## src/design/mstop_cfg.svh

```systemverilog
// offsets, field positions, reset values and timing counts for the motor stop and tach block
`ifndef MSTOP_CFG_SVH
`define MSTOP_CFG_SVH
`define MSTOP_ADDR_CTRL      4'h0
`define MSTOP_ADDR_SPEED     4'h1
`define MSTOP_ADDR_BRAKE     4'h2
`define MSTOP_ADDR_TACH      4'h3
`define MSTOP_ADDR_BUS       4'h4
`define MSTOP_ADDR_STATUS    4'h5
`define MSTOP_ADDR_ALIGN     4'h6
`define MSTOP_CTRL_STOP_LSB  0
`define MSTOP_CTRL_ALSEL_BIT 3
`define MSTOP_CTRL_ABRK_BIT  4
`define MSTOP_TACH_DIV_LSB   0
`define MSTOP_TACH_OLS_LSB   4
`define MSTOP_TACH_STOPB_BIT 6
`define MSTOP_TACH_FLT_BIT   7
`define MSTOP_TACH_IDLE_BIT  8
`define MSTOP_RST_BRAKE_TIME 16'h0064
`define MSTOP_RST_TACH_DIV   4'h0
`define MSTOP_RAMP_STEP      16'h0001
`define MSTOP_HYST_PCT       5
`define MSTOP_PCT_SCALE      100
`endif

```

## src/design/mstop_pkg.sv

```systemverilog
// types shared by the motor stop and tach block
package mstop_pkg;
    typedef enum logic [2:0] {
        MSTOP_COAST  = 3'b000,
        MSTOP_LS_BRK = 3'b010,
        MSTOP_HS_BRK = 3'b011,
        MSTOP_SPIN   = 3'b100,
        MSTOP_ALIGN  = 3'b101
    } mstop_mode_t;
    typedef enum logic [2:0] {
        MSTOP_RUN    = 3'b000,
        MSTOP_SLOW   = 3'b001,
        MSTOP_BRAKE  = 3'b010,
        MSTOP_HIZ    = 3'b011,
        MSTOP_IDLE   = 3'b100
    } mstop_state_t;
    typedef enum logic [1:0] {
        MSTOP_GATE_OFF = 2'b00,
        MSTOP_GATE_HS  = 2'b01,
        MSTOP_GATE_LS  = 2'b10,
        MSTOP_GATE_DC  = 2'b11
    } mstop_gate_t;
endpackage : mstop_pkg

```

## src/design/mstop_ctrl.sv

```systemverilog
// motor stop sequencer, tach output and supply current limiter
// Operation
// - mode 011b slows, then high-side brake
// - below brake speed, brake at once
// - brake time over, all switches off
// - mode 100b ramps target down, then off
// - mode 101b slows, then DC align brake
// - align angle from target or last commutation
// - align brake current capped by align cap
// - behaviour 0: tach active while driving
// - behaviour 1: tach until back-EMF floor
// - divider toggles tach every N+1 cycles
// - closed loop tach tracks drive speed
// - selector 00b: open loop follows drive
// - selector 01b: open loop holds high
// - selector 10b: follow first start only
// - fault drives fixed fault level
// - idle drives fixed idle level
// - spinning gives 50% square wave
// - bus limit on enable, cap setpoint
// - active limit clamps reference below setpoint
// - limit status flag readable
// - no bus limit when active braking
// - 5% hysteresis below bus cap
// - mode 000b turns all off immediately
// - mode 010b like high-side, low switches
`timescale 1ns/100ps
`include "mstop_cfg.svh"
module mstop_ctrl (
    input  wire logic                 clock,
    input  wire logic                 rst_n,
    input  wire logic [3:0]           avs_address,
    input  wire logic                 avs_read,
    input  wire logic                 avs_write,
    input  wire logic [31:0]          avs_writedata,
    input  wire logic [3:0]           avs_byteenable,
    output logic      [31:0]          avs_readdata,
    output logic                      avs_waitrequest,
    input  wire logic                 stop_cmd,
    input  wire logic                 fault_active,
    input  wire logic                 open_loop,
    input  wire logic                 first_start_clr,
    input  wire logic                 elec_cycle,
    input  wire logic [15:0]          motor_speed,
    input  wire logic [15:0]          backemf,
    input  wire logic [15:0]          bus_current,
    input  wire logic [15:0]          commut_angle,
    output mstop_pkg::mstop_gate_t    gate_mode,
    output logic      [15:0]          align_angle,
    output logic      [15:0]          current_cap,
    output logic      [15:0]          limited_velocity_target,
    output logic                      tach_out,
    output logic                      bus_limit_active
);
    import mstop_pkg::*;

    // ****************************************
    // register file
    // ****************************************
    logic [4:0]         ctrl;
    logic [15:0]        speed_cmd;
    logic [15:0]        brake_speed;
    logic [15:0]        stop_brake_duration;
    logic [15:0]        spin_down_speed_floor;
    logic [15:0]        align_current_cap;
    logic [15:0]        align_target;
    logic [15:0]        tach_backemf_floor;
    logic [8:0]         tach_cfg;
    logic [15:0]        bus_cap;
    logic               bus_en;
    logic               ack;
    mstop_state_t       state;
    logic               tach_wave;
    logic [31:0]        rd;

    wire logic          req = (avs_read | avs_write) & ~ack;
    wire logic          wr = avs_write & ack;

    // single wait cycle, then accept
    always_ff @(posedge clock or negedge rst_n) begin
        if (!rst_n) begin
            ack             <= 1'b0;
            avs_waitrequest <= 1'b1;
        end else begin
            ack             <= req;
            avs_waitrequest <= ~req;
        end
    end

    always_ff @(posedge clock or negedge rst_n) begin
        if (!rst_n) begin
            ctrl                  <= 5'h00;
            speed_cmd             <= 16'h0000;
            brake_speed           <= 16'h0000;
            stop_brake_duration   <= `MSTOP_RST_BRAKE_TIME;
            spin_down_speed_floor <= 16'h0000;
            align_current_cap     <= 16'h0000;
            align_target          <= 16'h0000;
            tach_backemf_floor    <= 16'h0000;
            tach_cfg              <= 9'h000;
            bus_cap               <= 16'hffff;
            bus_en                <= 1'b0;
        end else if (wr && avs_byteenable[0]) begin
            case (avs_address)
                `MSTOP_ADDR_CTRL: begin
                    ctrl <= avs_writedata[4:0];
                end
                `MSTOP_ADDR_SPEED: begin
                    speed_cmd   <= avs_writedata[15:0];
                    brake_speed <= avs_writedata[31:16];
                end
                `MSTOP_ADDR_BRAKE: begin
                    stop_brake_duration   <= avs_writedata[15:0];
                    spin_down_speed_floor <= avs_writedata[31:16];
                end
                `MSTOP_ADDR_TACH: begin
                    tach_cfg           <= avs_writedata[8:0];
                    tach_backemf_floor <= avs_writedata[31:16];
                end
                `MSTOP_ADDR_BUS: begin
                    bus_cap <= avs_writedata[15:0];
                    bus_en  <= avs_writedata[16];
                end
                `MSTOP_ADDR_ALIGN: begin
                    align_target      <= avs_writedata[15:0];
                    align_current_cap <= avs_writedata[31:16];
                end
                default: begin
                end
            endcase
        end
    end

    always_comb begin
        case (avs_address)
            `MSTOP_ADDR_CTRL:   rd = {27'h0, ctrl};
            `MSTOP_ADDR_SPEED:  rd = {brake_speed, speed_cmd};
            `MSTOP_ADDR_BRAKE:  rd = {spin_down_speed_floor, stop_brake_duration};
            `MSTOP_ADDR_TACH:   rd = {tach_backemf_floor, 7'h0, tach_cfg};
            `MSTOP_ADDR_BUS:    rd = {15'h0, bus_en, bus_cap};
            `MSTOP_ADDR_STATUS: rd = {24'h0, tach_wave, 2'h0, bus_limit_active, 1'h0, state};
            `MSTOP_ADDR_ALIGN:  rd = {align_current_cap, align_target};
            default:            rd = 32'h0000_0000;
        endcase
    end

    always_ff @(posedge clock or negedge rst_n) begin
        if (!rst_n) begin
            avs_readdata <= 32'h0000_0000;
        end else if (req && avs_read) begin
            avs_readdata <= rd;
        end
    end

    // ****************************************
    // stop sequencer
    // ****************************************
    mstop_mode_t    mode;
    logic [15:0]    brk_cnt;
    logic [15:0]    ramp;
    logic           stop_q;
    logic           braking_mode;
    assign mode = mstop_mode_t'(ctrl[`MSTOP_CTRL_STOP_LSB +: 3]);
    assign braking_mode = (mode == MSTOP_HS_BRK) || (mode == MSTOP_LS_BRK)
                        || (mode == MSTOP_ALIGN);

    always_ff @(posedge clock or negedge rst_n) begin
        if (!rst_n) begin
            state   <= MSTOP_IDLE;
            brk_cnt <= 16'h0000;
            ramp    <= 16'h0000;
            stop_q  <= 1'b0;
        end else begin
            stop_q <= stop_cmd;
            case (state)
                MSTOP_IDLE, MSTOP_HIZ: begin
                    if (!stop_cmd && speed_cmd != 16'h0000) begin
                        state <= MSTOP_RUN;
                    end else if (speed_cmd == 16'h0000) begin
                        state <= MSTOP_IDLE;
                    end
                end
                MSTOP_RUN: begin
                    ramp <= motor_speed;
                    if (stop_cmd && !stop_q) begin
                        brk_cnt <= 16'h0000;
                        if (mode == MSTOP_SPIN) begin
                            state <= MSTOP_SLOW;
                        end else if (braking_mode) begin
                            if (motor_speed < brake_speed) begin
                                state <= MSTOP_BRAKE;
                            end else begin
                                state <= MSTOP_SLOW;
                            end
                        end else begin
                            state <= MSTOP_HIZ;
                        end
                    end
                end
                MSTOP_SLOW: begin
                    if (mode == MSTOP_SPIN) begin
                        if (ramp <= spin_down_speed_floor) begin
                            state <= MSTOP_HIZ;
                        end else begin
                            ramp <= ramp - `MSTOP_RAMP_STEP;
                        end
                    end else if (ramp <= brake_speed || motor_speed < brake_speed) begin
                        state <= MSTOP_BRAKE;
                    end else begin
                        ramp <= ramp - `MSTOP_RAMP_STEP;
                    end
                end
                MSTOP_BRAKE: begin
                    brk_cnt <= brk_cnt + 16'h0001;
                    if (brk_cnt + 16'h0001 >= stop_brake_duration) begin
                        state <= MSTOP_HIZ;
                    end
                end
                default: begin
                    state <= MSTOP_IDLE;
                end
            endcase
        end
    end

    a_brake_ends: assert property (@(posedge clock) disable iff (!rst_n)
        (state == MSTOP_BRAKE && brk_cnt + 16'h0001 >= stop_brake_duration)
        |=> state == MSTOP_HIZ) else $error("brake overran its duration");
    a_coast_now: assert property (@(posedge clock) disable iff (!rst_n)
        (state == MSTOP_RUN && stop_cmd && !stop_q && mode == MSTOP_COAST)
        |=> state == MSTOP_HIZ ##1 gate_mode == MSTOP_GATE_OFF)
        else $error("coast did not switch off");

    // ****************************************
    // gate pattern and references
    // ****************************************
    always_ff @(posedge clock or negedge rst_n) begin
        if (!rst_n) begin
            gate_mode   <= MSTOP_GATE_OFF;
            align_angle <= 16'h0000;
            current_cap <= 16'h0000;
        end else begin
            gate_mode   <= MSTOP_GATE_OFF;
            current_cap <= bus_cap;
            if (state == MSTOP_BRAKE) begin
                case (mode)
                    MSTOP_HS_BRK: gate_mode <= MSTOP_GATE_HS;
                    MSTOP_LS_BRK: gate_mode <= MSTOP_GATE_LS;
                    MSTOP_ALIGN: begin
                        gate_mode   <= MSTOP_GATE_DC;
                        current_cap <= align_current_cap;
                    end
                    default:      gate_mode <= MSTOP_GATE_OFF;
                endcase
            end else if (state == MSTOP_RUN || state == MSTOP_SLOW) begin
                gate_mode <= MSTOP_GATE_DC;
            end
            align_angle <= ctrl[`MSTOP_CTRL_ALSEL_BIT] ? commut_angle : align_target;
        end
    end

    a_hs_brake: assert property (@(posedge clock) disable iff (!rst_n)
        (state == MSTOP_BRAKE && mode == MSTOP_HS_BRK) |=> gate_mode == MSTOP_GATE_HS)
        else $error("high-side brake pattern missing");
    a_align_cap: assert property (@(posedge clock) disable iff (!rst_n)
        (state == MSTOP_BRAKE && mode == MSTOP_ALIGN) |=> current_cap == $past(align_current_cap))
        else $error("align cap not applied");

    // ****************************************
    // supply current limiter
    // ****************************************
    logic [23:0]    cap_x100;
    logic [23:0]    cur_x100;
    logic [23:0]    cap_low;
    assign cap_x100 = 24'(bus_cap) * 24'(`MSTOP_PCT_SCALE);
    assign cur_x100 = 24'(bus_current) * 24'(`MSTOP_PCT_SCALE);
    assign cap_low  = cap_x100 - 24'(bus_cap) * 24'(`MSTOP_HYST_PCT);

    always_ff @(posedge clock or negedge rst_n) begin
        if (!rst_n) begin
            bus_limit_active        <= 1'b0;
            limited_velocity_target <= 16'h0000;
        end else begin
            if (!bus_en || ctrl[`MSTOP_CTRL_ABRK_BIT]) begin
                bus_limit_active <= 1'b0;
            end else if (cur_x100 > cap_x100) begin
                bus_limit_active <= 1'b1;
            end else if (cur_x100 < cap_low) begin
                bus_limit_active <= 1'b0;
            end
            if (state == MSTOP_SLOW) begin
                limited_velocity_target <= ramp;
            end else if (bus_limit_active && limited_velocity_target > 16'h0000) begin
                limited_velocity_target <= limited_velocity_target - `MSTOP_RAMP_STEP;
            end else if (!bus_limit_active && (state == MSTOP_RUN || state == MSTOP_IDLE)) begin
                limited_velocity_target <= speed_cmd;
            end
        end
    end

    a_limit_off: assert property (@(posedge clock) disable iff (!rst_n)
        (ctrl[`MSTOP_CTRL_ABRK_BIT] || !bus_en) |=> !bus_limit_active)
        else $error("bus limit active while disabled");

    // ****************************************
    // tach output
    // ****************************************
    logic [4:0]     div_cnt;
    logic           first_start;
    logic           driving;
    logic           spinning;
    logic           follow;
    logic [1:0]     ols;
    assign ols = tach_cfg[`MSTOP_TACH_OLS_LSB +: 2];
    assign driving = (state == MSTOP_RUN) || (state == MSTOP_SLOW);
    assign spinning = tach_cfg[`MSTOP_TACH_STOPB_BIT] ? (backemf >= tach_backemf_floor)
                                                      : driving;
    assign follow = !open_loop || ols == 2'b00 || (ols == 2'b10 && first_start);

    always_ff @(posedge clock or negedge rst_n) begin
        if (!rst_n) begin
            first_start <= 1'b1;
        end else if (first_start_clr) begin
            first_start <= 1'b1;
        end else if (driving && !open_loop) begin
            first_start <= 1'b0;
        end
    end

    always_ff @(posedge clock or negedge rst_n) begin
        if (!rst_n) begin
            div_cnt   <= 5'h00;
            tach_wave <= 1'b0;
        end else if (elec_cycle) begin
            if (div_cnt >= 5'(tach_cfg[`MSTOP_TACH_DIV_LSB +: 4])) begin
                div_cnt   <= 5'h00;
                tach_wave <= ~tach_wave;
            end else begin
                div_cnt <= div_cnt + 5'h01;
            end
        end
    end

    always_ff @(posedge clock or negedge rst_n) begin
        if (!rst_n) begin
            tach_out <= 1'b0;
        end else if (fault_active) begin
            tach_out <= tach_cfg[`MSTOP_TACH_FLT_BIT];
        end else if (state == MSTOP_IDLE) begin
            tach_out <= tach_cfg[`MSTOP_TACH_IDLE_BIT];
        end else if (spinning && follow) begin
            tach_out <= tach_wave;
        end else if (spinning) begin
            tach_out <= 1'b1;
        end else begin
            tach_out <= tach_cfg[`MSTOP_TACH_IDLE_BIT];
        end
    end

    a_tach_fault: assert property (@(posedge clock) disable iff (!rst_n)
        fault_active |=> tach_out == $past(tach_cfg[`MSTOP_TACH_FLT_BIT]))
        else $error("tach fault level wrong");
    a_tach_ol_high: assert property (@(posedge clock) disable iff (!rst_n)
        (!fault_active && state != MSTOP_IDLE && open_loop && ols == 2'b01 && spinning)
        |=> tach_out) else $error("tach not high in open loop");
endmodule : mstop_ctrl

```

## config.mk

```make
export PLATFORM = sky130hd
export DESIGN_NAME = mstop_ctrl
export DESIGN_NICKNAME = d
export VERILOG_FILES = /design/src/design/mstop_pkg.sv /design/src/design/mstop_ctrl.sv
export VERILOG_INCLUDE_DIRS = /design/src /design/src/design
export SDC_FILE = /design/constraint.sdc
export NUM_CORES = 1
export LEC_CHECK = 0
export ABC_AREA = 1
export BUFFER_PORTS_ARGS = -buffer_cell sky130_fd_sc_hd__buf_2
export CAP_MARGIN = 20
export CELL_PAD_IN_SITES_DETAIL_PLACEMENT = 0
export CELL_PAD_IN_SITES_GLOBAL_PLACEMENT = 1
export CORE_MARGIN = 1
export CORE_UTILIZATION = 41
export CTS_BUF_LIST = sky130_fd_sc_hd__clkbuf_16
export CTS_CLUSTER_DIAMETER = 50
export DETAILED_ROUTE_END_ITERATION = 8
export PLACE_DENSITY_LB_ADDON = 0.1
export SLEW_MARGIN = 20
export SYNTH_ARGS = -nofsm -noshare
export SYNTH_HDL_FRONTEND = slang
export SYNTH_SLANG_ARGS = --single-unit
export TNS_END_PERCENT = 10
```

## constraint.sdc

```tcl
create_clock -name clock -period 5.5 [get_ports clock]
set_clock_uncertainty 0.15 [all_clocks]
set_input_delay 0 -clock clock [delete_from_list [all_inputs] [get_ports clock]]
set_output_delay 0 -clock clock [all_outputs]
set_load 0.05 [all_outputs]
```

# == Word level (Yosys, flattened, before mapping) ==
# Index checks and enable logic that the tools add are counted.
# word_totals
elab_cells,153
ff_bits,272
out_inout_bits,85
# classes
muxes,38
bitwise_logic,6
n_eq_ne,22
order_cmp,9
reduce_logical,43
n_mul,3
addsub,5
# ops
cell,count
$pmux 32 s7,1
$mux 16,10
$pmux 16 s2,2
$mul 16x5->21 const B,2
$ge 16x16->1,2
$le 16x16->1,2
$sub 16x1->16 const B,2
$mux 3,9
$lt 23x24->1,1
$sub 23x19->24,1
$gt 23x23->1,1
$mul 16x3->19 const B,1
$add 16x1->16 const B,1
$gt 16x1->1 const B,1
$logic_not 16->1,1
$lt 16x16->1,1
$reduce_and 2->1,8
$reduce_bool 16->1,1
$ne 3x3->1 const B,5
$eq 3x2->1 const B,4
$eq 4x3->1 const B,3
$pmux 3 s4,1
$mux 1,10
$eq 3x3->1 const B,3
other kinds (24),53

# == Longest topological paths before layout ==
# depth
depth_word,7
depth_mapped,35
depth_no_buf,35

# == Least setup slack after synthesis ==
# No wires, ideal clock.
# synth_timing
path_type,flip-flop to flip-flop
startpoint,reg bus_cap[4]
endpoint,reg bus_limit_active
setup_slack_ps,49
required_time_ps,5220
setup_ps,130
synth_period_minus_slack_ps,5451
arrival_ps,5171
path_stages_with_launch,33
cell_sequence,dfstp_2 -> ha_1 -> ha_1 -> inv_1 -> fa_1 -> inv_1 -> ha_1 -> nand3_1 -> nand2_1 -> nand2_1 -> nand2_1 -> inv_1 -> o21ai_0 -> xor2_1 -> fa_1 -> ha_1 -> nand2_1 -> nor3_1 -> nand2_1 -> nor3_1 -> nor2_1 -> xor2_1 -> ha_1 -> nand2_1 -> nor2_1 -> a211oi_1 -> nand2_1 -> nand2_1 -> nand2_1 -> nand2_1 -> nand2_1 -> nand2_1 -> a21oi_1
# synth_via
elab_chain_cells,4
word_cells_on_any_way,8
classes_between,add/sub (1); mul (2); order compare (2); mux (2); reduce/logical (1)
# synth_lines
item,line,text
start: declaration,mstop_ctrl.sv:69,logic [15:0] bus_cap;
start signal: assignment,mstop_ctrl.sv:121,bus_cap <= avs_writedata[15:0];
$mul 16x3->19 / $mul 16x5->21 (equally long branches),"mstop_ctrl.sv:277, mstop_ctrl.sv:275",
$sub 23x19->24 / $gt 23x23->1 (equally long branches),"mstop_ctrl.sv:277, mstop_ctrl.sv:286",
$lt 23x24->1 / $mux 1 (equally long branches),"mstop_ctrl.sv:288, mstop_ctrl.sv:286",
$reduce_bool 3->1 (no source line) / $mux 1 (equally long branches),-,
end signal: assignment,mstop_ctrl.sv:281,bus_limit_active <= 1'b0;
end signal: assignment,mstop_ctrl.sv:287,bus_limit_active <= 1'b1;
end signal: assignment,mstop_ctrl.sv:289,bus_limit_active <= 1'b0;
end: declaration,mstop_ctrl.sv:53,output logic bus_limit_active
# Parallel ways exist; a longest one is shown, timed or not.
# A chain may end at the register's enable or synchronous reset.

# == Final worst setup path ==
# layout_timing
startpoint,reg bus_cap[5]
endpoint,reg bus_limit_active
# Same word-level chain as after synthesis.

==> results.cfg <==
[status]
status = complete, but fails checks
violations = negative setup slack

[timing]
period_share = 1.02
timing.final.ws_setup_ns = -0.107
whs_ns = 0.0200
min_period_ns = 5.61
max_freq_mhz = 178
tightest_slew_ns = 1.05
finalSetupViolCount = 1
hold_viol_final = 0
rsz0062_at_grt = true
final_max_slew_viol_count = 0
relSlewSlack = 0.301

[clock_tree]
clk_pin_slew_ns = 0.05
htreeDepth = 2
root_buffer = clkbuf_16
clk_latency_ns = 0.56
clk_path_buf_depth = 3
numCtsBuffers = 38
cts.sinks = 272
cts_tree = done

[global_route]
grt_pass1_wl_um = 103000
grt_antenna_before_repair = 2
first_global_vias = 18200
overflow = 0
grt_max_degree = 144
grt_usage = 0.267

[setup_path]
path_class = reg2reg
end_kind = flip-flop
crit_arrival_ns = 5.88
critical_path_peak_fanout = 4
critPathMaxStageDelay_ns = 0.59
cp_slowest_cell = dfstp_2
regToRegEndpoint = bus_limit_active
cp.required_ns = 5.77
r2r-start = bus_cap[5]
worst-r2r-setup-slack_ns = -0.11
cp-startpoint = bus_cap[5]
r2r.worst_path.cells = 34
startpoint_type = flip-flop
cpMostUsedCell = nand2_1
crit_path_end = bus_limit_active

[placement]
gp_congestion = 0.893
placed_area_um2 = 22600
io_buffers = 194
hpwl_um = 51300

[cells_and_area]
seqCellArea_um2 = 6830
area_delta_synth_final_pct = 26.6
regMostFlops = avs_readdata
fin_area_um2 = 25500
largest_reg_flops = 32
drive_above_1_share = 0.202
diodes = 0
final_util = 0.530
layout_common_cells = nand2_1 (557), inv_1 (413), dfrtp_1 (250), ha_1 (242), o21ai_0 (231)
final_common_cell = nand2_1
final_nets = 3341
fill_cells = 4661
multi_input_area_um2 = 12200

[logic_synthesis]
avgSynthCellArea_um2 = 7.94
async_flop_share = 1.00
synth.distinct_cells = 53
synth_seq_cells = 272
yosys_warnings = 0
yosysTopAreaCell = dfrtp_1
yosysTopAreaCellShare = 0.310
synth_edf_count = 0
synth-seq-area-share = 0.339
syn-cell-area_um2 = 20200
syn_inst = 2539
synth_ff_type = dfrtp_1
synth.area.top_cells = dfrtp_1 (31%), ha_1 (17%), nand2_1 (11%), inv_1 (7.8%), o21ai_0 (5.9%)
synth_nets = 2956

[routing]
vias_per_cell = 5.14
dr.pass1.iters = 6
dr_total_vias = 18600
drt_iter0_markers = 1233
drcViolationCount = 0
wire_per_inst_um = 18.4
final_antenna_net_count = 0
routed_wirelength_um = 66300

[power]
power.switching_w = 0.00589
p_per_area_nw_per_um2 = 505
peakVddDrop_mv = 0.322
p_clk_frac = 0.191
power_frac_comb = 0.592
swShare = 0.457
p_leak_nw = 13.0
p_int_w = 0.00699
p_total_w = 0.0129
seqPwrFrac = 0.217

[worst_hold_path]
whs_path_depth = 2
hold_path.class = in2reg

[flow_run]
maxCapViolCount = 0

[floorplanning]
core.rowCount = 80
core_area_um2 = 48100
ios = 198
die_x_um = 224
dieArea_um2 = 50100
start_util = 0.419
die_y_um = 224
==> layer usage <==
| metal | vias to the layer above | track usage | wire (um) |
|---|---|---|---|
| li1 | 9135 | - | - |
| met1 | 8836 | 0.365 | 30100 |
| met2 | 500 | 0.438 | 31100 |
| met3 | 89 | 0.0338 | 3280 |
| met4 | 0 | 0.0815 | 1910 |
| met5 | - | 0 | 0 |
==> final cells by class <==
| class | instances | area share |
|---|---|---|
| Clock inverter | 32 | 0.0115 |
| Inverter | 428 | 0.0630 |
| Clock buffer | 38 | 0.0372 |
| Sequential cell | 272 | 0.268 |
| Multi-Input combinational cell | 1779 | 0.478 |
| Tap cell | 656 | 0.0322 |
| Timing Repair Buffer | 405 | 0.110 |
==> power groups by stage <==
stage | Sequential [W] | Combinational, W | Clock (W)
6_report | 0.00280 | 0.00763 | 0.00246
5_1_grt | 0.00285 | 0.00861 | 0.00258
3_3_place_gp | 0.00281 | 0.00661 | 0
4_1_cts | 0.00279 | 0.00710 | 0.00250
2_1_floorplan | 0.00307 | 0.00424 | 0
3_5_place_dp | 0.00282 | 0.00674 | 0
==> through the flow <==
stage                     setup WS, ns  instances  setup TNS, ns
after floorplan                 0.0489       2539              0
after global placement          -0.242       3441         -0.242
after detailed placement        -0.379       3442         -0.379
after CTS                      -0.0840       3600        -0.0840
after global routing            -0.374       3610         -0.374
final                           -0.107       3610         -0.107
==> Yosys cell counts, drive strengths merged, types with 26 or more instances <==
cell    count
clkbuf     42
xor2       50
mux2       33
a21oi     117
nand2     587
nand3      65
nor2      143
nand4      26
ha        270
inv       428
dfrtp     250
o22ai      27
o21ai     283
fa         34
==> critical path: cells and delay by family, from the launching register on <==
family,cells,cell delay (ns)
adders and majority gates,7,2.43
buffers and inverters,4,0.20
AOI/OAI and AO/OA,4,0.47
DFF,1,0.59
xor gates and xnor gates,2,0.36
and+or+nand+nor,17,1.28
==> worst min path at each step <==
| stage | from | endpoint | slack, ns |
|---|---|---|---|
| after CTS | stop_cmd | stop_q | 0.002 |
| after global placement | rst_n | limited_velocity_target[3] | 0.04 |
| final | stop_cmd | stop_q | 0.02 |
| after floorplan | rst_n | ack | -0.45 |
| after detailed placement | stop_cmd | stop_q | 0.04 |
| after global routing | stop_cmd | stop_q | 0.04 |
==> cells by family (layout without fill, tap and decap cells) <==
kind of cell,Yosys count,in the layout,synth area share
compound gates,518,518,0.144
flops,272,272,0.339
simple gates,855,855,0.175
xor+xnor,69,69,0.0303
mux,33,33,0.0184
buf+inv,488,903,0.0922
fa+ha+maj,304,304,0.201
==> timing repair <==
item,in CTS,in global routing
cloned,0,0
hold endpoints to repair,323,43
pin swaps,21,81
hold buffers,75,1
resized for setup,41,94
setup endpoints to repair,1,1
setup buffers,13,8
Note: power is estimated with default switching activity, not from simulation.
